File: config.mk
export PLATFORM = sky130hd
export DESIGN_NAME = rfs_top
export DESIGN_NICKNAME = d
export VERILOG_FILES = /design/src/hdl/rfs_pkg.sv /design/src/hdl/rfs_top.sv /design/src/hdl/rfs_status_fifo.sv
export SDC_FILE = /design/constraint.sdc
export NUM_CORES = 1
export LEC_CHECK = 0
export ABC_AREA = 0
export ABC_CLOCK_PERIOD_IN_PS = 3900
export BUFFER_PORTS_ARGS = -buffer_cell sky130_fd_sc_hd__buf_2
export CORE_MARGIN = 2
export CORE_UTILIZATION = 49
export CTS_BUF_LIST = sky130_fd_sc_hd__clkbuf_8
export DETAILED_ROUTE_END_ITERATION = 10
export HOLD_SLACK_MARGIN = 0.05
export PLACE_DENSITY = 0.78
export SLEW_MARGIN = 25
export SYNTH_ARGS = -nofsm -noshare
export SYNTH_HDL_FRONTEND = slang
export SYNTH_SLANG_ARGS = --single-unit
File: constraint.sdc
create_clock -name i_clk_sys -period 3.9 [get_ports i_clk_sys]
set_input_delay 0.585 -clock i_clk_sys [delete_from_list [all_inputs] [get_ports i_clk_sys]]
set_output_delay 0.585 -clock i_clk_sys [all_outputs]
set_load 0.03 [all_outputs]
File: src/hdl/rfs_pkg.sv
/*
 * Constants and carrier types of the receive frame status word block.
 * Assumes a 32-bit Avalon-MM slave port with byte addresses.
 */
package rfs_pkg;

    // ----------------------------------------------------------------
    // Bus geometry
    // ----------------------------------------------------------------
    localparam int unsigned ADDR_W = 8;
    localparam int unsigned DATA_W = 32;

    // ----------------------------------------------------------------
    // Register byte offsets
    // ----------------------------------------------------------------
    localparam logic [7:0] CTRL_OFS    = 8'h70;
    localparam logic [7:0] COUNT_OFS   = 8'h74;
    localparam logic [7:0] RELEASE_OFS = 8'h78;
    localparam logic [7:0] STATUS_OFS  = 8'h7c;

    // ----------------------------------------------------------------
    // Field positions and reset values
    // ----------------------------------------------------------------
    localparam int unsigned CTRL_PASS_BAD_BIT = 0;
    localparam int unsigned RELEASE_POP_BIT   = 0;
    localparam logic        CTRL_PASS_BAD_RST = 1'b0;
    localparam int unsigned QUEUE_DEPTH       = 8;

    // ----------------------------------------------------------------
    // Frame length limits in bytes
    // ----------------------------------------------------------------
    localparam logic [15:0] ETHERTYPE_MIN_LEN = 16'h05dc;
    localparam logic [11:0] MAX_FRAME_BYTES   = 12'h7d0;
    localparam logic [11:0] MIN_FRAME_BYTES   = 12'h040;

    // ----------------------------------------------------------------
    // Carrier types
    // ----------------------------------------------------------------
    typedef struct packed {
        logic              frame_valid_flag;
        logic              rsvd14;
        logic              icmp_checksum_error;
        logic              ip_header_checksum_error;
        logic              tcp_checksum_error;
        logic              udp_checksum_error;
        logic [1:0]        rsvd9_8;
        logic              broadcast_dest_flag;
        logic              multicast_dest_flag;
        logic              unicast_dest_flag;
        logic              rx_symbol_error_flag;
        logic              ethertype_frame_flag;
        logic              overlength_flag;
        logic              runt_flag;
        logic              fcs_error_flag;
    } rfs_status_s;

    typedef struct packed {
        logic [47:0]       dest_addr;
        logic [15:0]       len_type;
        logic [11:0]       byte_count;
        logic              icmp_err;
        logic              ip_err;
        logic              tcp_err;
        logic              udp_err;
        logic              symbol_err;
        logic              collision;
        logic              crc_err;
    } rfs_frame_s;

    typedef struct packed {
        logic [ADDR_W-1:0] address;
        logic              read;
        logic              write;
        logic [DATA_W-1:0] writedata;
        logic [3:0]        byteenable;
    } rfs_avs_req_s;

endpackage

File: src/hdl/rfs_top.sv
/*
 * Receive frame status word: builds one status word per finished frame,
 * decides keep or discard, queues kept words and serves them over Avalon-MM.
 * Assumes the receive path gives one done pulse per frame with its attributes
 * stable in that cycle, and that the host pops a word once it is done with it.
 */
`timescale 1ns/10ps
module rfs_top #(
    parameter int unsigned DEPTH = rfs_pkg::QUEUE_DEPTH
) (
    input  wire logic                         i_clk_sys,
    input  wire logic                         i_rst,
    input  wire rfs_pkg::rfs_avs_req_s        i_avs,
    output logic      [rfs_pkg::DATA_W-1:0]   o_avs_readdata,
    output logic                              o_avs_waitrequest,
    input  wire logic                         i_rx_done,
    input  wire rfs_pkg::rfs_frame_s          i_rx_frame,
    output logic                              o_frame_keep,
    output logic                              o_frame_drop,
    output logic      [11:0]                  o_store_len
);

    localparam int unsigned CNT_W = $clog2(DEPTH + 1);

    rfs_pkg::rfs_status_s new_word;
    rfs_pkg::rfs_status_s head_word;
    rfs_pkg::rfs_status_s shown_word;
    logic [15:0]          head_raw;
    logic                 q_empty;
    logic                 q_full;
    logic [CNT_W-1:0]     q_count;
    logic                 frame_bad;
    logic                 keep;
    logic                 push;
    logic                 pop;
    logic                 pass_bad_r;
    logic                 ack_r;
    logic                 req;
    logic                 rd_take;
    logic                 wr_take;
    logic [31:0]          rd_nxt;
    logic [31:0]          rd_r;
    logic                 keep_r;
    logic                 drop_r;
    logic [11:0]          len_r;

    // ----------------------------------------------------------------
    // Status word of the frame that just finished
    // ----------------------------------------------------------------
    always_comb
    begin
        new_word                          = '0;
        new_word.icmp_checksum_error      = i_rx_frame.icmp_err;
        new_word.ip_header_checksum_error = i_rx_frame.ip_err;
        new_word.tcp_checksum_error       = i_rx_frame.tcp_err;
        new_word.udp_checksum_error       = i_rx_frame.udp_err;
        new_word.broadcast_dest_flag      = &i_rx_frame.dest_addr;
        new_word.multicast_dest_flag      = i_rx_frame.dest_addr[40];
        new_word.unicast_dest_flag        = !i_rx_frame.dest_addr[40];
        new_word.rx_symbol_error_flag     = i_rx_frame.symbol_err;
        new_word.ethertype_frame_flag     = i_rx_frame.len_type > rfs_pkg::ETHERTYPE_MIN_LEN;
        new_word.overlength_flag          = i_rx_frame.byte_count > rfs_pkg::MAX_FRAME_BYTES;
        new_word.runt_flag                = i_rx_frame.collision
                                          || (i_rx_frame.byte_count < rfs_pkg::MIN_FRAME_BYTES);
        new_word.fcs_error_flag           = i_rx_frame.crc_err;
    end

    // ----------------------------------------------------------------
    // Keep or discard decision
    // ----------------------------------------------------------------
    assign frame_bad = new_word.overlength_flag || new_word.runt_flag || new_word.fcs_error_flag;
    assign keep      = !frame_bad || pass_bad_r;
    assign push      = i_rx_done && keep && !q_full;

    always_ff @(posedge i_clk_sys or posedge i_rst)
    begin
        if (i_rst)
        begin
            keep_r <= 1'b0;
            drop_r <= 1'b0;
            len_r  <= '0;
        end
        else
        begin
            keep_r <= push;
            drop_r <= i_rx_done && !push;
            if (push)
                len_r <= i_rx_frame.byte_count;
        end
    end

    assign o_frame_keep = keep_r;
    assign o_frame_drop = drop_r;
    assign o_store_len  = len_r;

    // ----------------------------------------------------------------
    // Queue of pending status words
    // ----------------------------------------------------------------
    rfs_status_fifo #(
        .WIDTH (16),
        .DEPTH (DEPTH),
        .CNT_W (CNT_W)
    ) u_queue (
        .i_clk_sys (i_clk_sys),
        .i_rst     (i_rst),
        .i_push    (push),
        .i_data    (new_word),
        .i_pop     (pop),
        .o_head    (head_raw),
        .o_empty   (q_empty),
        .o_full    (q_full),
        .o_count   (q_count)
    );

    always_comb
    begin
        head_word                  = head_raw;
        shown_word                 = head_word;
        shown_word.frame_valid_flag = !q_empty;
        shown_word.rsvd14          = 1'b0;
        shown_word.rsvd9_8         = 2'h0;
        if (q_empty)
            shown_word = '0;
    end

    // ----------------------------------------------------------------
    // Avalon-MM slave, one wait cycle on every access
    // ----------------------------------------------------------------
    assign req               = (i_avs.read || i_avs.write) && !ack_r;
    assign o_avs_waitrequest = (i_avs.read || i_avs.write) && !ack_r;
    assign rd_take           = i_avs.read && ack_r;
    assign wr_take           = i_avs.write && ack_r;

    always_ff @(posedge i_clk_sys or posedge i_rst)
    begin
        if (i_rst)
            ack_r <= 1'b0;
        else
            ack_r <= req;
    end

    always_comb
    begin
        rd_nxt = '0;
        if (i_avs.address == rfs_pkg::STATUS_OFS)
            rd_nxt = {16'h0000, shown_word};
        else if (i_avs.address == rfs_pkg::CTRL_OFS)
            rd_nxt[rfs_pkg::CTRL_PASS_BAD_BIT] = pass_bad_r;
        else if (i_avs.address == rfs_pkg::COUNT_OFS)
            rd_nxt = 32'(q_count);
        else
            rd_nxt = '0;
    end

    always_ff @(posedge i_clk_sys or posedge i_rst)
    begin
        if (i_rst)
            rd_r <= '0;
        else if (req && i_avs.read)
            rd_r <= rd_nxt;
    end

    assign o_avs_readdata = rd_r;

    // ----------------------------------------------------------------
    // Control register and consume strobe
    // ----------------------------------------------------------------
    always_ff @(posedge i_clk_sys or posedge i_rst)
    begin
        if (i_rst)
            pass_bad_r <= rfs_pkg::CTRL_PASS_BAD_RST;
        else if (wr_take && (i_avs.address == rfs_pkg::CTRL_OFS) && i_avs.byteenable[0])
            pass_bad_r <= i_avs.writedata[rfs_pkg::CTRL_PASS_BAD_BIT];
    end

    // Writes to the status offset fall through with no effect
    assign pop = wr_take && (i_avs.address == rfs_pkg::RELEASE_OFS) && i_avs.byteenable[0]
              && i_avs.writedata[rfs_pkg::RELEASE_POP_BIT];

    // ----------------------------------------------------------------
    // Checks
    // ----------------------------------------------------------------
    valid_flag_a: assert property (@(posedge i_clk_sys) disable iff (i_rst)
        i_rx_done && keep && q_empty ##1 !pop |-> shown_word.frame_valid_flag)
        else $error("frame valid flag missing after kept frame");

    empty_flag_a: assert property (@(posedge i_clk_sys) disable iff (i_rst)
        (q_count == '0) |-> (shown_word == '0))
        else $error("status word not clear while nothing pending");

    checksum_bits_a: assert property (@(posedge i_clk_sys) disable iff (i_rst)
        push |-> new_word[13:10] == {i_rx_frame.icmp_err, i_rx_frame.ip_err,
                                     i_rx_frame.tcp_err, i_rx_frame.udp_err})
        else $error("checksum error bits do not follow the frame");

    ip_into_head_a: assert property (@(posedge i_clk_sys) disable iff (i_rst)
        push && q_empty && !pop ##1 1'b1 |-> shown_word.ip_header_checksum_error == $past(i_rx_frame.ip_err))
        else $error("ip checksum flag lost on the way to the head");

    addr_class_a: assert property (@(posedge i_clk_sys) disable iff (i_rst)
        push |-> (new_word.broadcast_dest_flag == (i_rx_frame.dest_addr == 48'hffff_ffff_ffff))
              && (!new_word.broadcast_dest_flag || new_word.multicast_dest_flag))
        else $error("broadcast or multicast flag wrong");

    unicast_flag_a: assert property (@(posedge i_clk_sys) disable iff (i_rst)
        push |-> new_word.unicast_dest_flag != new_word.multicast_dest_flag)
        else $error("unicast flag not the inverse of multicast");

    frame_type_a: assert property (@(posedge i_clk_sys) disable iff (i_rst)
        push && (i_rx_frame.len_type == 16'h05dd) |-> new_word.ethertype_frame_flag)
        else $error("frame type flag clear above 1500");

    overlength_a: assert property (@(posedge i_clk_sys) disable iff (i_rst)
        i_rx_done |-> new_word.overlength_flag == (i_rx_frame.byte_count >= 12'h7d1))
        else $error("overlength flag wrong against 2000 bytes");

    bad_drop_a: assert property (@(posedge i_clk_sys) disable iff (i_rst)
        i_rx_done && frame_bad && !pass_bad_r |=> o_frame_drop && !o_frame_keep)
        else $error("bad frame not discarded without pass-bad");

    full_length_a: assert property (@(posedge i_clk_sys) disable iff (i_rst)
        push |=> o_frame_keep && (o_store_len == $past(i_rx_frame.byte_count)))
        else $error("stored length differs from received length");

    runt_flag_a: assert property (@(posedge i_clk_sys) disable iff (i_rst)
        i_rx_done && i_rx_frame.collision |-> new_word.runt_flag)
        else $error("collision did not mark a runt");

    runt_pass_a: assert property (@(posedge i_clk_sys) disable iff (i_rst)
        i_rx_done && new_word.runt_flag && pass_bad_r && !q_full |=> o_frame_keep)
        else $error("runt not kept with pass-bad set");

    crc_drop_a: assert property (@(posedge i_clk_sys) disable iff (i_rst)
        i_rx_done && i_rx_frame.crc_err && !pass_bad_r |=> $stable(q_count) || $past(pop))
        else $error("crc error frame was queued without pass-bad");

    reserved_zero_a: assert property (@(posedge i_clk_sys) disable iff (i_rst)
        rd_take && (i_avs.address == rfs_pkg::STATUS_OFS)
        |-> (o_avs_readdata[14] == 1'b0) && (o_avs_readdata[9:8] == 2'h0) && (o_avs_readdata[31:16] == 16'h0000))
        else $error("reserved status bits not zero");

    consume_a: assert property (@(posedge i_clk_sys) disable iff (i_rst)
        pop && !q_empty && !push |=> q_count == $past(q_count) - CNT_W'(1))
        else $error("consume did not advance the queue");

    bus_answer_a: assert property (@(posedge i_clk_sys) disable iff (i_rst)
        $rose(i_avs.read) |-> o_avs_waitrequest ##1 !o_avs_waitrequest)
        else $error("read not answered after one wait cycle");

    // ----------------------------------------------------------------
    // Frame path checks
    // ----------------------------------------------------------------
    one_answer_a: assert property (@(posedge i_clk_sys) disable iff (i_rst)
        i_rx_done |=> o_frame_keep != o_frame_drop)
        else $error("frame not answered by exactly one of keep and drop");

    quiet_idle_a: assert property (@(posedge i_clk_sys) disable iff (i_rst)
        !i_rx_done |=> !o_frame_keep && !o_frame_drop)
        else $error("keep or drop pulse without a finished frame");

    good_keep_a: assert property (@(posedge i_clk_sys) disable iff (i_rst)
        i_rx_done && !frame_bad && !q_full |=> o_frame_keep)
        else $error("good frame not kept while room is left");

    full_drop_a: assert property (@(posedge i_clk_sys) disable iff (i_rst)
        i_rx_done && q_full |=> o_frame_drop)
        else $error("frame not dropped while the queue is full");

    long_pass_a: assert property (@(posedge i_clk_sys) disable iff (i_rst)
        i_rx_done && new_word.overlength_flag && pass_bad_r && !q_full |=> o_frame_keep)
        else $error("over-length frame not kept with pass-bad set");

    crc_pass_a: assert property (@(posedge i_clk_sys) disable iff (i_rst)
        i_rx_done && i_rx_frame.crc_err && pass_bad_r && !q_full |=> o_frame_keep)
        else $error("crc error frame not kept with pass-bad set");

    symbol_flag_a: assert property (@(posedge i_clk_sys) disable iff (i_rst)
        push |-> new_word.rx_symbol_error_flag == i_rx_frame.symbol_err)
        else $error("symbol error flag does not follow the frame");

    type_clear_a: assert property (@(posedge i_clk_sys) disable iff (i_rst)
        push && (i_rx_frame.len_type == 16'h05dc) |-> !new_word.ethertype_frame_flag)
        else $error("frame type flag set at 1500");

    runt_short_a: assert property (@(posedge i_clk_sys) disable iff (i_rst)
        i_rx_done && (i_rx_frame.byte_count == 12'h03f) |-> new_word.runt_flag)
        else $error("short frame not marked as runt");

    runt_edge_a: assert property (@(posedge i_clk_sys) disable iff (i_rst)
        i_rx_done && !i_rx_frame.collision && (i_rx_frame.byte_count == 12'h040) |-> !new_word.runt_flag)
        else $error("minimum length frame marked as runt");

    crc_flag_a: assert property (@(posedge i_clk_sys) disable iff (i_rst)
        push |-> new_word.fcs_error_flag == i_rx_frame.crc_err)
        else $error("crc error flag does not follow the frame");

    count_push_a: assert property (@(posedge i_clk_sys) disable iff (i_rst)
        push && !pop |=> q_count == $past(q_count) + CNT_W'(1))
        else $error("kept frame not counted");

    head_valid_a: assert property (@(posedge i_clk_sys) disable iff (i_rst)
        !q_empty |-> shown_word.frame_valid_flag)
        else $error("frame valid flag clear while a frame is pending");

    // ----------------------------------------------------------------
    // Bus checks
    // ----------------------------------------------------------------
    write_answer_a: assert property (@(posedge i_clk_sys) disable iff (i_rst)
        $rose(i_avs.write) |-> o_avs_waitrequest ##1 !o_avs_waitrequest)
        else $error("write not answered after one wait cycle");

    ctrl_read_a: assert property (@(posedge i_clk_sys) disable iff (i_rst)
        rd_take && (i_avs.address == rfs_pkg::CTRL_OFS) |-> o_avs_readdata == {31'h0, pass_bad_r})
        else $error("control read does not show pass-bad");

    ctrl_only_a: assert property (@(posedge i_clk_sys) disable iff (i_rst)
        wr_take && (i_avs.address != rfs_pkg::CTRL_OFS) |=> $stable(pass_bad_r))
        else $error("pass-bad changed by a write elsewhere");

endmodule

File: src/hdl/rfs_status_fifo.sv
/*
 * Flip-flop queue of frame status words, head shown on the output.
 * Assumes push is only requested while not full.
 */
`timescale 1ns/10ps
module rfs_status_fifo #(
    parameter int unsigned WIDTH = 16,
    parameter int unsigned DEPTH = 8,
    parameter int unsigned CNT_W = $clog2(DEPTH + 1)
) (
    input  wire logic             i_clk_sys,
    input  wire logic             i_rst,
    input  wire logic             i_push,
    input  wire logic [WIDTH-1:0] i_data,
    input  wire logic             i_pop,
    output logic      [WIDTH-1:0] o_head,
    output logic                  o_empty,
    output logic                  o_full,
    output logic      [CNT_W-1:0] o_count
);

    localparam int unsigned IDX_W = (DEPTH > 1) ? $clog2(DEPTH) : 1;

    logic [WIDTH-1:0] mem_r [DEPTH];
    logic [IDX_W-1:0] wr_idx_r;
    logic [IDX_W-1:0] rd_idx_r;
    logic [CNT_W-1:0] count_r;
    logic             do_push;
    logic             do_pop;

    assign do_push = i_push && (count_r != CNT_W'(DEPTH));
    assign do_pop  = i_pop && (count_r != '0);

    // ----------------------------------------------------------------
    // Storage
    // ----------------------------------------------------------------
    for (genvar e = 0; e < DEPTH; e++)
    begin : g_entry
        always_ff @(posedge i_clk_sys or posedge i_rst)
        begin
            if (i_rst)
                mem_r[e] <= '0;
            else if (do_push && (wr_idx_r == IDX_W'(e)))
                mem_r[e] <= i_data;
        end
    end

    // ----------------------------------------------------------------
    // Pointers and fill count
    // ----------------------------------------------------------------
    always_ff @(posedge i_clk_sys or posedge i_rst)
    begin
        if (i_rst)
        begin
            wr_idx_r <= '0;
            rd_idx_r <= '0;
            count_r  <= '0;
        end
        else
        begin
            if (do_push)
                wr_idx_r <= (wr_idx_r == IDX_W'(DEPTH - 1)) ? '0 : wr_idx_r + IDX_W'(1);
            if (do_pop)
                rd_idx_r <= (rd_idx_r == IDX_W'(DEPTH - 1)) ? '0 : rd_idx_r + IDX_W'(1);
            if (do_push && !do_pop)
                count_r <= count_r + CNT_W'(1);
            else if (do_pop && !do_push)
                count_r <= count_r - CNT_W'(1);
        end
    end

    assign o_head  = mem_r[rd_idx_r];
    assign o_empty = (count_r == '0);
    assign o_full  = (count_r == CNT_W'(DEPTH));
    assign o_count = count_r;

endmodule

### After elaboration in Yosys (flattened, before gate mapping)

Index checks and enable logic that the tools add are counted.
Widths: inputs -> output; s select.

| storage, ports and cells | value |
|---|---|
| bits of input ports | 132 |
| memory bits (read-only) | 0 |
| bits in latches | 0 |
| memories | 0 |
| bits in registers | 154 |
| logic and storage cells | 93 |
| RAM bits | 0 |

| cells by class | value |
|---|---|
| $mul | 0 |
| $add $sub $neg | 4 |
| shift operators | 0 |
| $lt $le $gt $ge | 4 |
| muxes and demuxes | 12 |
| equality and inequality tests | 14 |
| reductions and logical operators | 41 |
| bitwise gates (word level) | 1 |
| div/mod/pow operators | 0 |

Operators by type and width:

| kind | number |
|---|---|
| $bmux 16 s3 | 1 |
| $reduce_and 48->1 | 1 |
| $eq 8x7->1 const B | 4 |
| $mux 32 | 1 |
| $mux 31 | 1 |
| $mux 14 | 2 |
| $logic_and 1x1->1 | 23 |
| $gt 16x11->1 const B | 1 |
| $mux 16 | 1 |
| $eq 3x3->1 const B | 5 |
| $gt 12x11->1 const B | 1 |
| $lt 12x7->1 const B | 1 |
| $mux 4 | 3 |
| $logic_not 1->1 | 8 |
| $add 3x1->3 const B | 2 |
| $eq 3x2->1 const B | 2 |
| $mux 3 | 2 |
| $logic_or 1x1->1 | 5 |
| $add 4x1->4 const B | 1 |
| $eq 4x4->1 const B | 1 |
| $ge 4x4->1 const B | 1 |
| $logic_not 4->1 | 1 |
| $ne 4x4->1 const B | 1 |
| $not 3->4 | 1 |
| 6 further kinds | 6 |

### Logic depth before layout (Yosys ltp)

Gate-level depths: netlist of the first run.

| logic depth | value |
|---|---|
| word-level depth | 13 |
| mapped depth | 15 |
| depth with buffers taken out | 14 |

### Modules after synthesis

Synthesis of the first run repeated with hierarchy kept, for this count alone.

| unflattened totals | value |
|---|---|
| cells, all modules | 544 |
| area, all modules | 8104.0 um2 |

By module, submodules not included:

| module | times used | cells an instance | area an instance (um2) |
|---|---|---|---|
| rfs_status_fifo | 1 | 396 | 6515.0 |
| rfs_top | 1 | 148 | 1589.0 |

### Worst setup path before layout of the first run

Ideal clock, no wire load.

| path | value |
|---|---|
| path type | input -> register |
| from | in i_rx_frame[12] in the netlist's numbering |
| to | reg u_queue.count_r[3], in the netlist u_queue.o_count[3] |
| path slack | 0.630 ns |
| data arrival time | 3.145 ns |
| stages on the path | 15 |
| buffers on the path | 1 |
| cell sequence | or4b_1 -> nor3_2 -> o21ai_2 -> o21ai_4 -> nand2_4 -> buf_6 -> inv_1 -> ha_1 -> inv_1 -> ha_1 -> a21o_1 -> a21oi_1 -> xnor2_1 -> nor2_1 -> xor2_1 |

| between the ends | value |
|---|---|
| word-level cells in the longest chain between the ends | 12 |

Ends and longest elaborated chain:

| what | RTL line | source |
|---|---|---|
| from (decl) | rfs_top.sv:17 | `input wire rfs_pkg::rfs_frame_s i_rx_frame,` |
| $lt 12x7->1 | rfs_top.sv:64 | `\|\| (i_rx_frame.byte_count < rfs_pkg::MIN_FRAME_BYTES);` |
| $logic_or 1x1->1 | rfs_top.sv:64 |  |
| $logic_or 1x1->1 * (2 in series) | rfs_top.sv:71 | `assign frame_bad = new_word.overlength_flag \|\| new_word.runt_flag \|\| new_word.fcs_error_flag;` |
| $logic_not 1->1 * | rfs_top.sv:72 | `assign keep = !frame_bad \|\| pass_bad_r;` |
| $logic_or 1x1->1 * | rfs_top.sv:72 |  |
| $logic_and 1x1->1 * (2 in series) | rfs_top.sv:73 | `assign push = i_rx_done && keep && !q_full;` |
| net push | rfs_top.sv:34 | `logic push;` |
| $logic_and 1x1->1 * | rfs_status_fifo.sv:31 | `assign do_push = i_push && (count_r != CNT_W'(DEPTH));` |
| $logic_not 1->1 | rfs_status_fifo.sv:67 | `else if (do_pop && !do_push)` |
| $logic_and 1x1->1 | rfs_status_fifo.sv:67 |  |
| $reduce_bool 2->1 (no source line) | n/a |  |
| to (signal assigned) | rfs_status_fifo.sv:66 | `count_r <= count_r + CNT_W'(1);` |
| to (signal assigned) | rfs_status_fifo.sv:68 | `count_r <= count_r - CNT_W'(1);` |
| to (decl) | rfs_status_fifo.sv:27 | `logic [CNT_W-1:0] count_r;` |

The timed path passes the listed nets; every way through them passes the cells marked *.
A chain may end at the register's enable or synchronous reset.

### Worst setup path after layout of the first run

| path | value |
|---|---|
| from | reg u_queue.count_r[0], in the netlist u_queue.o_count[0] |
| to | reg u_queue.count_r[3], in the netlist u_queue.o_count[3] |

| between the ends | value |
|---|---|
| word-level cells in the longest chain between the ends | 7 |

Ends and longest elaborated chain:

| what | RTL line | source |
|---|---|---|
| $eq 4x4->1 * | rfs_status_fifo.sv:74 | `assign o_full = (count_r == CNT_W'(DEPTH));` |
| $logic_not 1->1 * | rfs_top.sv:73 |  |
| $logic_and 1x1->1 * | rfs_top.sv:73 |  |
| net push | rfs_top.sv:34 |  |
| $logic_and 1x1->1 * | rfs_status_fifo.sv:31 |  |
| $logic_not 1->1 | rfs_status_fifo.sv:67 |  |
| $logic_and 1x1->1 | rfs_status_fifo.sv:67 |  |
| $reduce_bool 2->1 (no source line) | n/a |  |

The timed path passes the listed nets; every way through them passes the cells marked *. The select of a mux whose other input is x is not followed.

==> reports/qor.yml, run 1 <==
worstHoldPathType: "in -> async"
io_pins: 179
antenna_cells: 0
grt_setup_unrepaired: "no"
startpoint: "u_queue.o_count[0]"
r2r-start: "u_queue.o_count[0]"
yosysSeqAreaShare_pct: 51.19
grt_pass1_wl_mm: 24.32
drt-initial-drc-count: 359
netlist_area_um2: 6599
grt_max_degree: 103
ir_worst_vdd_uv: 268.9
dr.pass1.iters: 4
post-place-ws_ns: 0.3507
fp.dieW_um: 120.0
finalWeightedCongestion: 0.8159
finalCriticalPeriod_ns: 3.260
htree_levels: 4
start_util_pct: 50.03
nets: 782
synth_common_cells: "dfrtp_1, mux2_2, a21oi_1"
power_density_nw_per_um2: 535.7
finalSetupViolCount: 0
cpMaxStageDelayCell: "nor4b_1"
slew_viol_final: 0
portBuffers: 125
r2r_setup_slack_ns: 0.64
clkPwrFrac_pct: 27.7
post_cts_buffers: 0
cts.sinks: 135
num_vias: 4688
wire_per_inst_um: 17.90
clk_latency_ns: 0.45
worst-path-max-fanout: 16
cts_tree: "yes"
ys_dominant_reg_cell: "dfrtp_1"
postCtsHoldBufs: 0
cts_buffers: 17
synth.avg_cell_area_um2: 12.94
die_h_um: 120.0
ant_nets: 0
worst_slack_ns: 0.6402
switching_share_pct: 31.75
path_buf_inv: 2
seqPwrFrac_pct: 47.4
drive_gt1_share_pct: 41.47
crit_type: "reg -> reg"
yosysTopAreaCell: "dfrtp_1"
clk_pin_slew_worst_paths_ns: 0.08
reg2reg_to: "u_queue.o_count[3]"
p_int_w: 0.002821
fin_setup_tns_ns: 0
fin_crit_sh_pct: 83.58
slowest_delay_ns: 0.57
arrival_ns: 3.59
whs_ns: 0.2608
drc: 0
cts_resized: 0
start_kind: "flip-flop"
grt_pass1_vias: 4877
finClkSkew_ns: 0.009112
routed_wl_mm: 14.80
cpLargestDelayFamily: "simple AND/OR/NAND/NOR gates"
root_buffer: "clkbuf_8"
p_leak_nw: 3.745
max_slew_margin_pct: 35.61
grt_use_total_pct: 22.03
dieArea_um2: 14410
crit_chain: "nor4b_1, nand2b_1, o21ai_4, nand2_4, inv_1, ha_1, inv_1, ha_1, a21o_1, a21oi_1, xnor2_1, nor2_1, xor2_1"
yosysUniqueCellTypes: 52
synthCells: 510
p_comb_share_pct: 25.0
num_rows: 42
critical_path_required_ns: 4.23
outcome: "completed"
finalHoldViolations: 0
max_freq_mhz: 306.8
area_growth_pct: 16.91
overflow: 0
async_reset_ff_share_pct: 100.0
post_drt_via_cell_ratio: 5.669
synthMostInstantiatedCell: "dfrtp_1"
yosys_warnings: 0
core_area_um2: 13190
dp_hpwl_mm: 10.31
end_kind: "flip-flop"
ys_top_cells_by_area: "dfrtp_1, mux2_2, mux4_2, a21oi_1, o21ai_0"
reg2reg_depth: 13
antenna_found_initial: 0
clockBufferDepth: 2
worst_slew_pin_slew_ns: 0.9658
maxCapViolations: 0
p_switching_w: 0.001312
ys_seq_elements: 135
post-route-util_pct: 58.49
synth_edf_count: 0
synth_top_area_share_pct: 51.19
## logic make-up after synthesis
| kind of cell | Yosys count | share of synthesized area, % |
|---|---|---|
| adder cells (fa/ha/maj) | 12 | 2.389 |
| AO/OA/AOI/OAI | 112 | 9.974 |
| buffers and inverters | 47 | 4.266 |
| multiplexers | 109 | 22.85 |
| AND/OR/NAND/NOR | 90 | 8.741 |
| flip-flops | 135 | 51.19 |
| XOR/XNOR | 4 | 0.5310 |
| other | 1 | 0.05683 |
## power by group through the flow
stage	logic [W]	registers, W	clock network, W
3_3_place_gp	0.000975	0.00195	0
5_1_grt	0.00113	0.00200	0.00123
6_report	0.00103	0.00196	0.00114
3_5_place_dp	0.00103	0.00198	0
2_1_floorplan	0.000698	0.00201	0
4_1_cts	0.00103	0.00195	0.00117
## through the flow
step	power, W	std cells	area, um2
CTS	0.004156	827	7710
detailed placement	0.003003	795	7312
global placement	0.002920	795	7311
floorplan	0.002710	528	6670
finish	0.004133	827	7715
global route	0.004366	827	7715
## state kept, by name, indices dropped and copies added (netlist names)
register,cells
o_frame_keep,1
u_queue.mem_r,96
pass_bad_r,1
o_frame_drop,1
ack_r,1
u_queue.o_count,4
u_queue.wr_idx_r,3
u_queue.rd_idx_r,3
o_store_len,12
o_avs_readdata,13
## per-layer routing
metal	up-vias	wire (um)	GRT usage, %
met3	28	1094	5.181
met4	0	321	9.118
li1	2130	-	-
met1	2335	5849	27.04
met5	-	0	0
met2	195	7536	37.39
## placed cells by master, fill, tap and decap left out, types with 4 or more instances in the layout
master,n
mux2_2,63
nor2_1,13
clkbuf_8,18
nor2_8,5
mux4_2,24
mux2i_1,13
ha_1,11
inv_1,9
mux2_4,7
nor4_1,5
nand2_1,19
nand2b_1,4
nand4_1,12
a21oi_1,45
buf_2,125
conb_1,19
o31ai_1,12
and2_1,6
clkinv_4,4
and3_1,6
nand3_1,5
dfrtp_1,134
o21ai_0,40
## worst max-delay path by stage
stage | endpoint | cells past startpoint
after floorplan | u_queue.o_count[3] | 15
after global placement | u_queue.o_count[3] | 15
after detailed placement | u_queue.o_count[3] | 15
after CTS | u_queue.o_count[3] | 13
after global routing | u_queue.o_count[3] | 15
final | u_queue.o_count[3] | 13
## final cells by class
type                       instances  area [um2]
clock buffer                      18       247.7
clock inverter                    14       150.1
fill                            1046        5475
inverter                           9       37.54
multi-input combinational        346        3012
sequential                       135        3379
tap                              176       220.2
timing repair buffer             129       668.1
No activity file was read; power rests on OpenSTA's default activity.
==> run 2: changes to the inputs <==
--- a/config.mk
+++ b/config.mk
@@ -6,14 +6,14 @@
 export NUM_CORES = 1
 export LEC_CHECK = 0
 export ABC_AREA = 0
-export ABC_CLOCK_PERIOD_IN_PS = 3900
+export ABC_CLOCK_PERIOD_IN_PS = 3000
 export BUFFER_PORTS_ARGS = -buffer_cell sky130_fd_sc_hd__buf_2
 export CORE_MARGIN = 2
-export CORE_UTILIZATION = 49
+export CORE_UTILIZATION = 55
 export CTS_BUF_LIST = sky130_fd_sc_hd__clkbuf_8
 export DETAILED_ROUTE_END_ITERATION = 10
 export HOLD_SLACK_MARGIN = 0.05
-export PLACE_DENSITY = 0.78
+export PLACE_DENSITY = 0.83
 export SLEW_MARGIN = 25
 export SYNTH_ARGS = -nofsm -noshare
 export SYNTH_HDL_FRONTEND = slang
==> constraint.sdc (replaced) <==
create_clock -name i_clk_sys -period 3 [get_ports i_clk_sys]
set_input_delay 0.45 -clock i_clk_sys [delete_from_list [all_inputs] [get_ports i_clk_sys]]
set_output_delay 0.45 -clock i_clk_sys [all_outputs]
set_load 0.03 [all_outputs]
==> reports/qor.yml, run 2 (synthesis results as in run 1) <==
drt-initial-drc-count: 397
antenna_found_initial: 0
postCtsHoldBufs: 0
finalWeightedCongestion: 0.8336
max_slew_margin_pct: 55.60
cts_resized: 0
arrival_ns: 2.97
nets: 793
cts.sinks: 135
fp.dieW_um: 113.5
crit_chain: "nor4b_1, nor2_1, o21ai_2, o21ai_4, nand2_4, inv_4, ha_4, inv_2, ha_4, a21o_1, a21oi_2, xnor2_1, nor2_1, xor2_1"
max_freq_mhz: 377.8
dieArea_um2: 12890
overflow: 0
num_rows: 40
finalPower_w: 0.005587
start_kind: "flip-flop"
place_area_um2: 7426
num_vias: 4831
die_h_um: 113.5
grt_setup_unrepaired: "no"
start_util_pct: 55.63
io_pins: 179
top_register: "u_queue.mem_r"
finalCriticalPeriod_ns: 2.647
dr_wl_met2_mm: 8.077
top_layer_used: "met4"
final_cell_mix: "dfrtp_1, buf_2, mux2_2"
post_drt_via_cell_ratio: 5.979
area_growth_pct: 19.02
root_buffer: "clkbuf_8"
maxCapViolations: 0
ant_nets: 0
clk_latency_ns: 0.45
cts_buffers: 17
critical_path_required_ns: 3.32
finalSetupViolCount: 0
p_leak_nw: 3.815
core_area_um2: 11860
fin_crit_sh_pct: 88.22
drive_gt1_share_pct: 42.97
largest_reg_flops: 96
grt_max_degree: 42
final_area_um2: 7854
crit_type: "reg -> reg"
r2r_setup_slack_ns: 0.35
whs_ns: 0.09949
portBuffers: 125
final_common_cell: "dfrtp_1"
worst_slew_pin_slew_ns: 0.6646
worstHoldPathType: "in -> async"
met3WireLength_mm: 1.104
grt_pass1_vias: 5041
antenna_cells: 0
wl_met1_mm: 5.949
finalNonFillerCells: 808
power_density_nw_per_um2: 711.3
dr.pass1.iters: 5
cts_tree: "yes"
nFillCells: 806
finalHoldViolations: 0
finClkSkew_ns: 0.01537
outcome: "completed"
dp_hpwl_mm: 10.59
routed_wl_mm: 15.56
drc: 0
cpMaxStageDelayCell: "nor4b_1"
ir_worst_vdd_uv: 357.4
dpl.cell_count: 777
end_kind: "flip-flop"
slew_viol_final: 0
worst-path-max-fanout: 6
grt_pass1_wl_mm: 24.76
wire_per_inst_um: 19.26
post_cts_buffers: 0
grt_use_total_pct: 25.08
htree_levels: 4
slowest_delay_ns: 0.51
clockBufferDepth: 2
clk_pin_slew_worst_paths_ns: 0.08
==> run 2: changes by cell type in the layout (fill, tap and decap cells not counted), sizes merged <==
cell / before / now
clkbuf: 18 / 19
bufinv: 2 / 3
buf: 129 / 140
clkinv: 6 / 3
==> run 2: power by group <==
group	leakage (nW)	internal (W)	switching, W	total, W
registers	1.79	0.00226	0.000298	0.00256
clock network	0.210	0.000876	0.000737	0.00161
logic	1.82	0.000672	0.000742	0.00141
total	3.81	0.00381	0.00178	0.00559
==> run 2: critical path, delay by kind of cell, from the launching register on <==
family,cells,cell delay [ns]
AO/OA/AOI/OAI,4,0.53
XOR/XNOR,2,0.26
adder cells (fa/ha/maj),2,0.35
buffers and inverters,2,0.13
flip-flops,1,0.49
AND/OR/NAND/NOR,4,0.78
==> run 2: area by class of cell <==
class	count	area (um2)	share of cell area (%)
Sequential cell	135	3378	43.01
Multi-Input combinational cell	346	3035	38.65
Timing Repair Buffer	140	788.3	10.04
Clock buffer	19	261.5	3.330
Tap cell	147	183.9	2.342
Clock inverter	12	166.4	2.119
Inverter	9	40.04	0.5098
==> run 2: stage by stage <==
step	TNS (ns)	utilization (%)	setup slack [ns]
after detailed placement	0	62.61	0.02824
after global routing	0	66.21	0.08441
after CTS	0	66.21	0.3114
after floorplan	-0.01608	-	-0.01608
final	0	66.21	0.3534
after global placement	0	62.61	0.1063
==> run 2: metal layers <==
layer | vias up | track usage (%)
met5 | - | 0
met4 | 0 | 11.30
met3 | 43 | 5.473
met2 | 262 | 43.71
met1 | 2379 | 29.97
li1 | 2147 | -
==> run 2: final timing paths <==
kind	end	cells past startpoint	startpoint
worst max-delay path	u_queue.o_count[3]	14	u_queue.o_count[1]
worst min-delay path	u_queue.mem_r[16]	2	i_rst
worst max register to register	u_queue.o_count[3]	14	u_queue.o_count[1]
worst min register to register	ack_r	1	ack_r
max in group asynchronous	u_queue.mem_r[77]	3	i_rst
min in group i_clk_sys	pass_bad_r	2	i_avs[4]
==> run 3: changes to the inputs <==
--- a/config.mk
+++ b/config.mk
@@ -9,7 +9,7 @@
 export ABC_CLOCK_PERIOD_IN_PS = 3000
 export BUFFER_PORTS_ARGS = -buffer_cell sky130_fd_sc_hd__buf_2
 export CORE_MARGIN = 2
-export CORE_UTILIZATION = 55
+export CORE_UTILIZATION = 57
 export CTS_BUF_LIST = sky130_fd_sc_hd__clkbuf_8
 export DETAILED_ROUTE_END_ITERATION = 10
 export HOLD_SLACK_MARGIN = 0.05
@@ -17,4 +17,5 @@
 export SLEW_MARGIN = 25
 export SYNTH_ARGS = -nofsm -noshare
 export SYNTH_HDL_FRONTEND = slang
+export SYNTH_HIERARCHICAL = 1
 export SYNTH_SLANG_ARGS = --single-unit
==> reports/qor.yml, run 3 <==
wire_per_inst_um: 19.57
end_kind: "flip-flop"
cts_buffers: 17
fin_crit_sh_pct: 95.85
finalSetupViolCount: 0
largest_reg_flops: 96
final_cell_mix: "dfrtp_1, buf_2, mux2_2"
grt_setup_unrepaired: "no"
finalWeightedCongestion: 0.8104
ir_worst_vdd_uv: 598.6
antenna_cells: 0
dp_hpwl_mm: 10.30
routed_wl_mm: 15.11
final_area_um2: 8055
critical_path_required_ns: 3.31
power_density_nw_per_um2: 718.9
grt_pass1_wl_mm: 24.50
num_rows: 39
clk_pin_slew_worst_paths_ns: 0.07
reg2reg_to: "u_queue/o_count[3]"
finalCriticalPeriod_ns: 2.875
portBuffers: 125
grt_pass1_vias: 4705
p_leak_nw: 3.959
die_h_um: 112.5
max_freq_mhz: 347.8
overflow: 0
nets: 760
grt_max_degree: 107
r2r_setup_slack_ns: 0.12
outcome: "completed"
start_kind: "flip-flop"
netlist_area_um2: 6710
area_growth_pct: 20.04
worst_slew_pin_slew_ns: 0.7673
post_drt_via_cell_ratio: 5.731
cts.sinks: 135
synthCells: 468
finalHoldViolations: 0
fp.dieW_um: 112.5
htree_levels: 4
worst-path-max-fanout: 5
worst_slack_ns: 0.1246
antenna_found_initial: 0
clockBufferDepth: 2
finClkSkew_ns: 0.008633
core_area_um2: 11470
worstHoldPathType: "in -> async"
drive_gt1_share_pct: 57.39
io_pins: 179
final_common_cell: "dfrtp_1"
start_util_pct: 58.52
r2r-start: "u_queue/o_count[1]"
ant_nets: 0
reg2reg_depth: 13
grt_use_total_pct: 25.24
cts_tree: "yes"
crit_type: "reg -> reg"
arrival_ns: 3.19
root_buffer: "clkbuf_8"
nFillCells: 755
dieArea_um2: 12660
post-place-ws_ns: 0.02747
yosys_warnings: 6
place_area_um2: 7532
drt-initial-drc-count: 233
dr.pass1.iters: 6
drc: 0
top_register: "u_queue/mem_r"
synth.avg_cell_area_um2: 14.34
num_vias: 4424
startpoint: "u_queue/o_count[1]"
maxCapViolations: 0
max_slew_margin_pct: 48.84
slew_viol_final: 0
clk_latency_ns: 0.44
## run 3: layer usage
layer / global-route usage, % / part of all wire [%]
met5: 0 / 0
met3: 6.641 / 5.3
met4: 8.943 / 1.7
met1: 32.24 / 40
met2: 42.09 / 53
## run 3: how the worst max path moves through the flow
stage / end / slack [ns] / depth (start not counted)
floorplan: u_queue/o_count[3] / -0.23 / 15
global placement: u_queue/o_count[3] / 0.1 / 14
detailed placement: u_queue/o_count[3] / 0.03 / 14
CTS: u_queue/o_count[3] / 0.03 / 13
global route: u_queue/o_count[3] / 0.01 / 13
finish: u_queue/o_count[3] / 0.12 / 13
## run 3: where the power goes
part / switching, W / internal [W] / total, W
Combinational: 0.000682 / 0.000779 / 0.00146
Clock: 0.000725 / 0.00108 / 0.00181
Sequential: 0.000264 / 0.00226 / 0.00252
Total: 0.00167 / 0.00412 / 0.00579
## run 3: repair_timing
action                     CTS  global route
hold buffers                 0             0
setup endpoints to repair    0             1
resized for setup            0             6
setup buffers                0             2
hold endpoints to repair     0             0
## run 3: through the flow
stage          hold slack, ns  utilization, %  power [W]  instances  setup TNS (ns)
3_5_place_dp           0.4516           65.68   0.003976        738               0
6_report               0.1305           70.25   0.005791        772               0
4_1_cts                0.1214           69.90   0.005802        770               0
5_1_grt                0.1487           70.25   0.006096        772               0
3_3_place_gp           0.4369           65.68   0.003853        738               0
2_1_floorplan          0.4751               -   0.003544        486         -0.2350
## run 3: cell type report
class / count / area [um2] / share of cell area [%]
Clock buffer: 17 / 234.0 / 2.905
Clock inverter: 15 / 249.0 / 3.091
Inverter: 12 / 53.80 / 0.6679
Multi-Input combinational cell: 295 / 3097 / 38.44
Sequential cell: 135 / 3379 / 41.95
Tap cell: 143 / 178.9 / 2.221
Timing Repair Buffer: 155 / 863.3 / 10.72
## run 3: critical path: stages, from the launching register on
cell      delay [ns]
dfrtp_2         0.43
nor4b_4         0.30
and2b_2         0.26
and2_4          0.17
a41oi_4         0.23
inv_4           0.06
nand2b_4        0.10
inv_1           0.05
ha_2            0.20
inv_4           0.09
ha_4            0.22
or4_4           0.48
nand3_2         0.08
o211ai_1        0.09
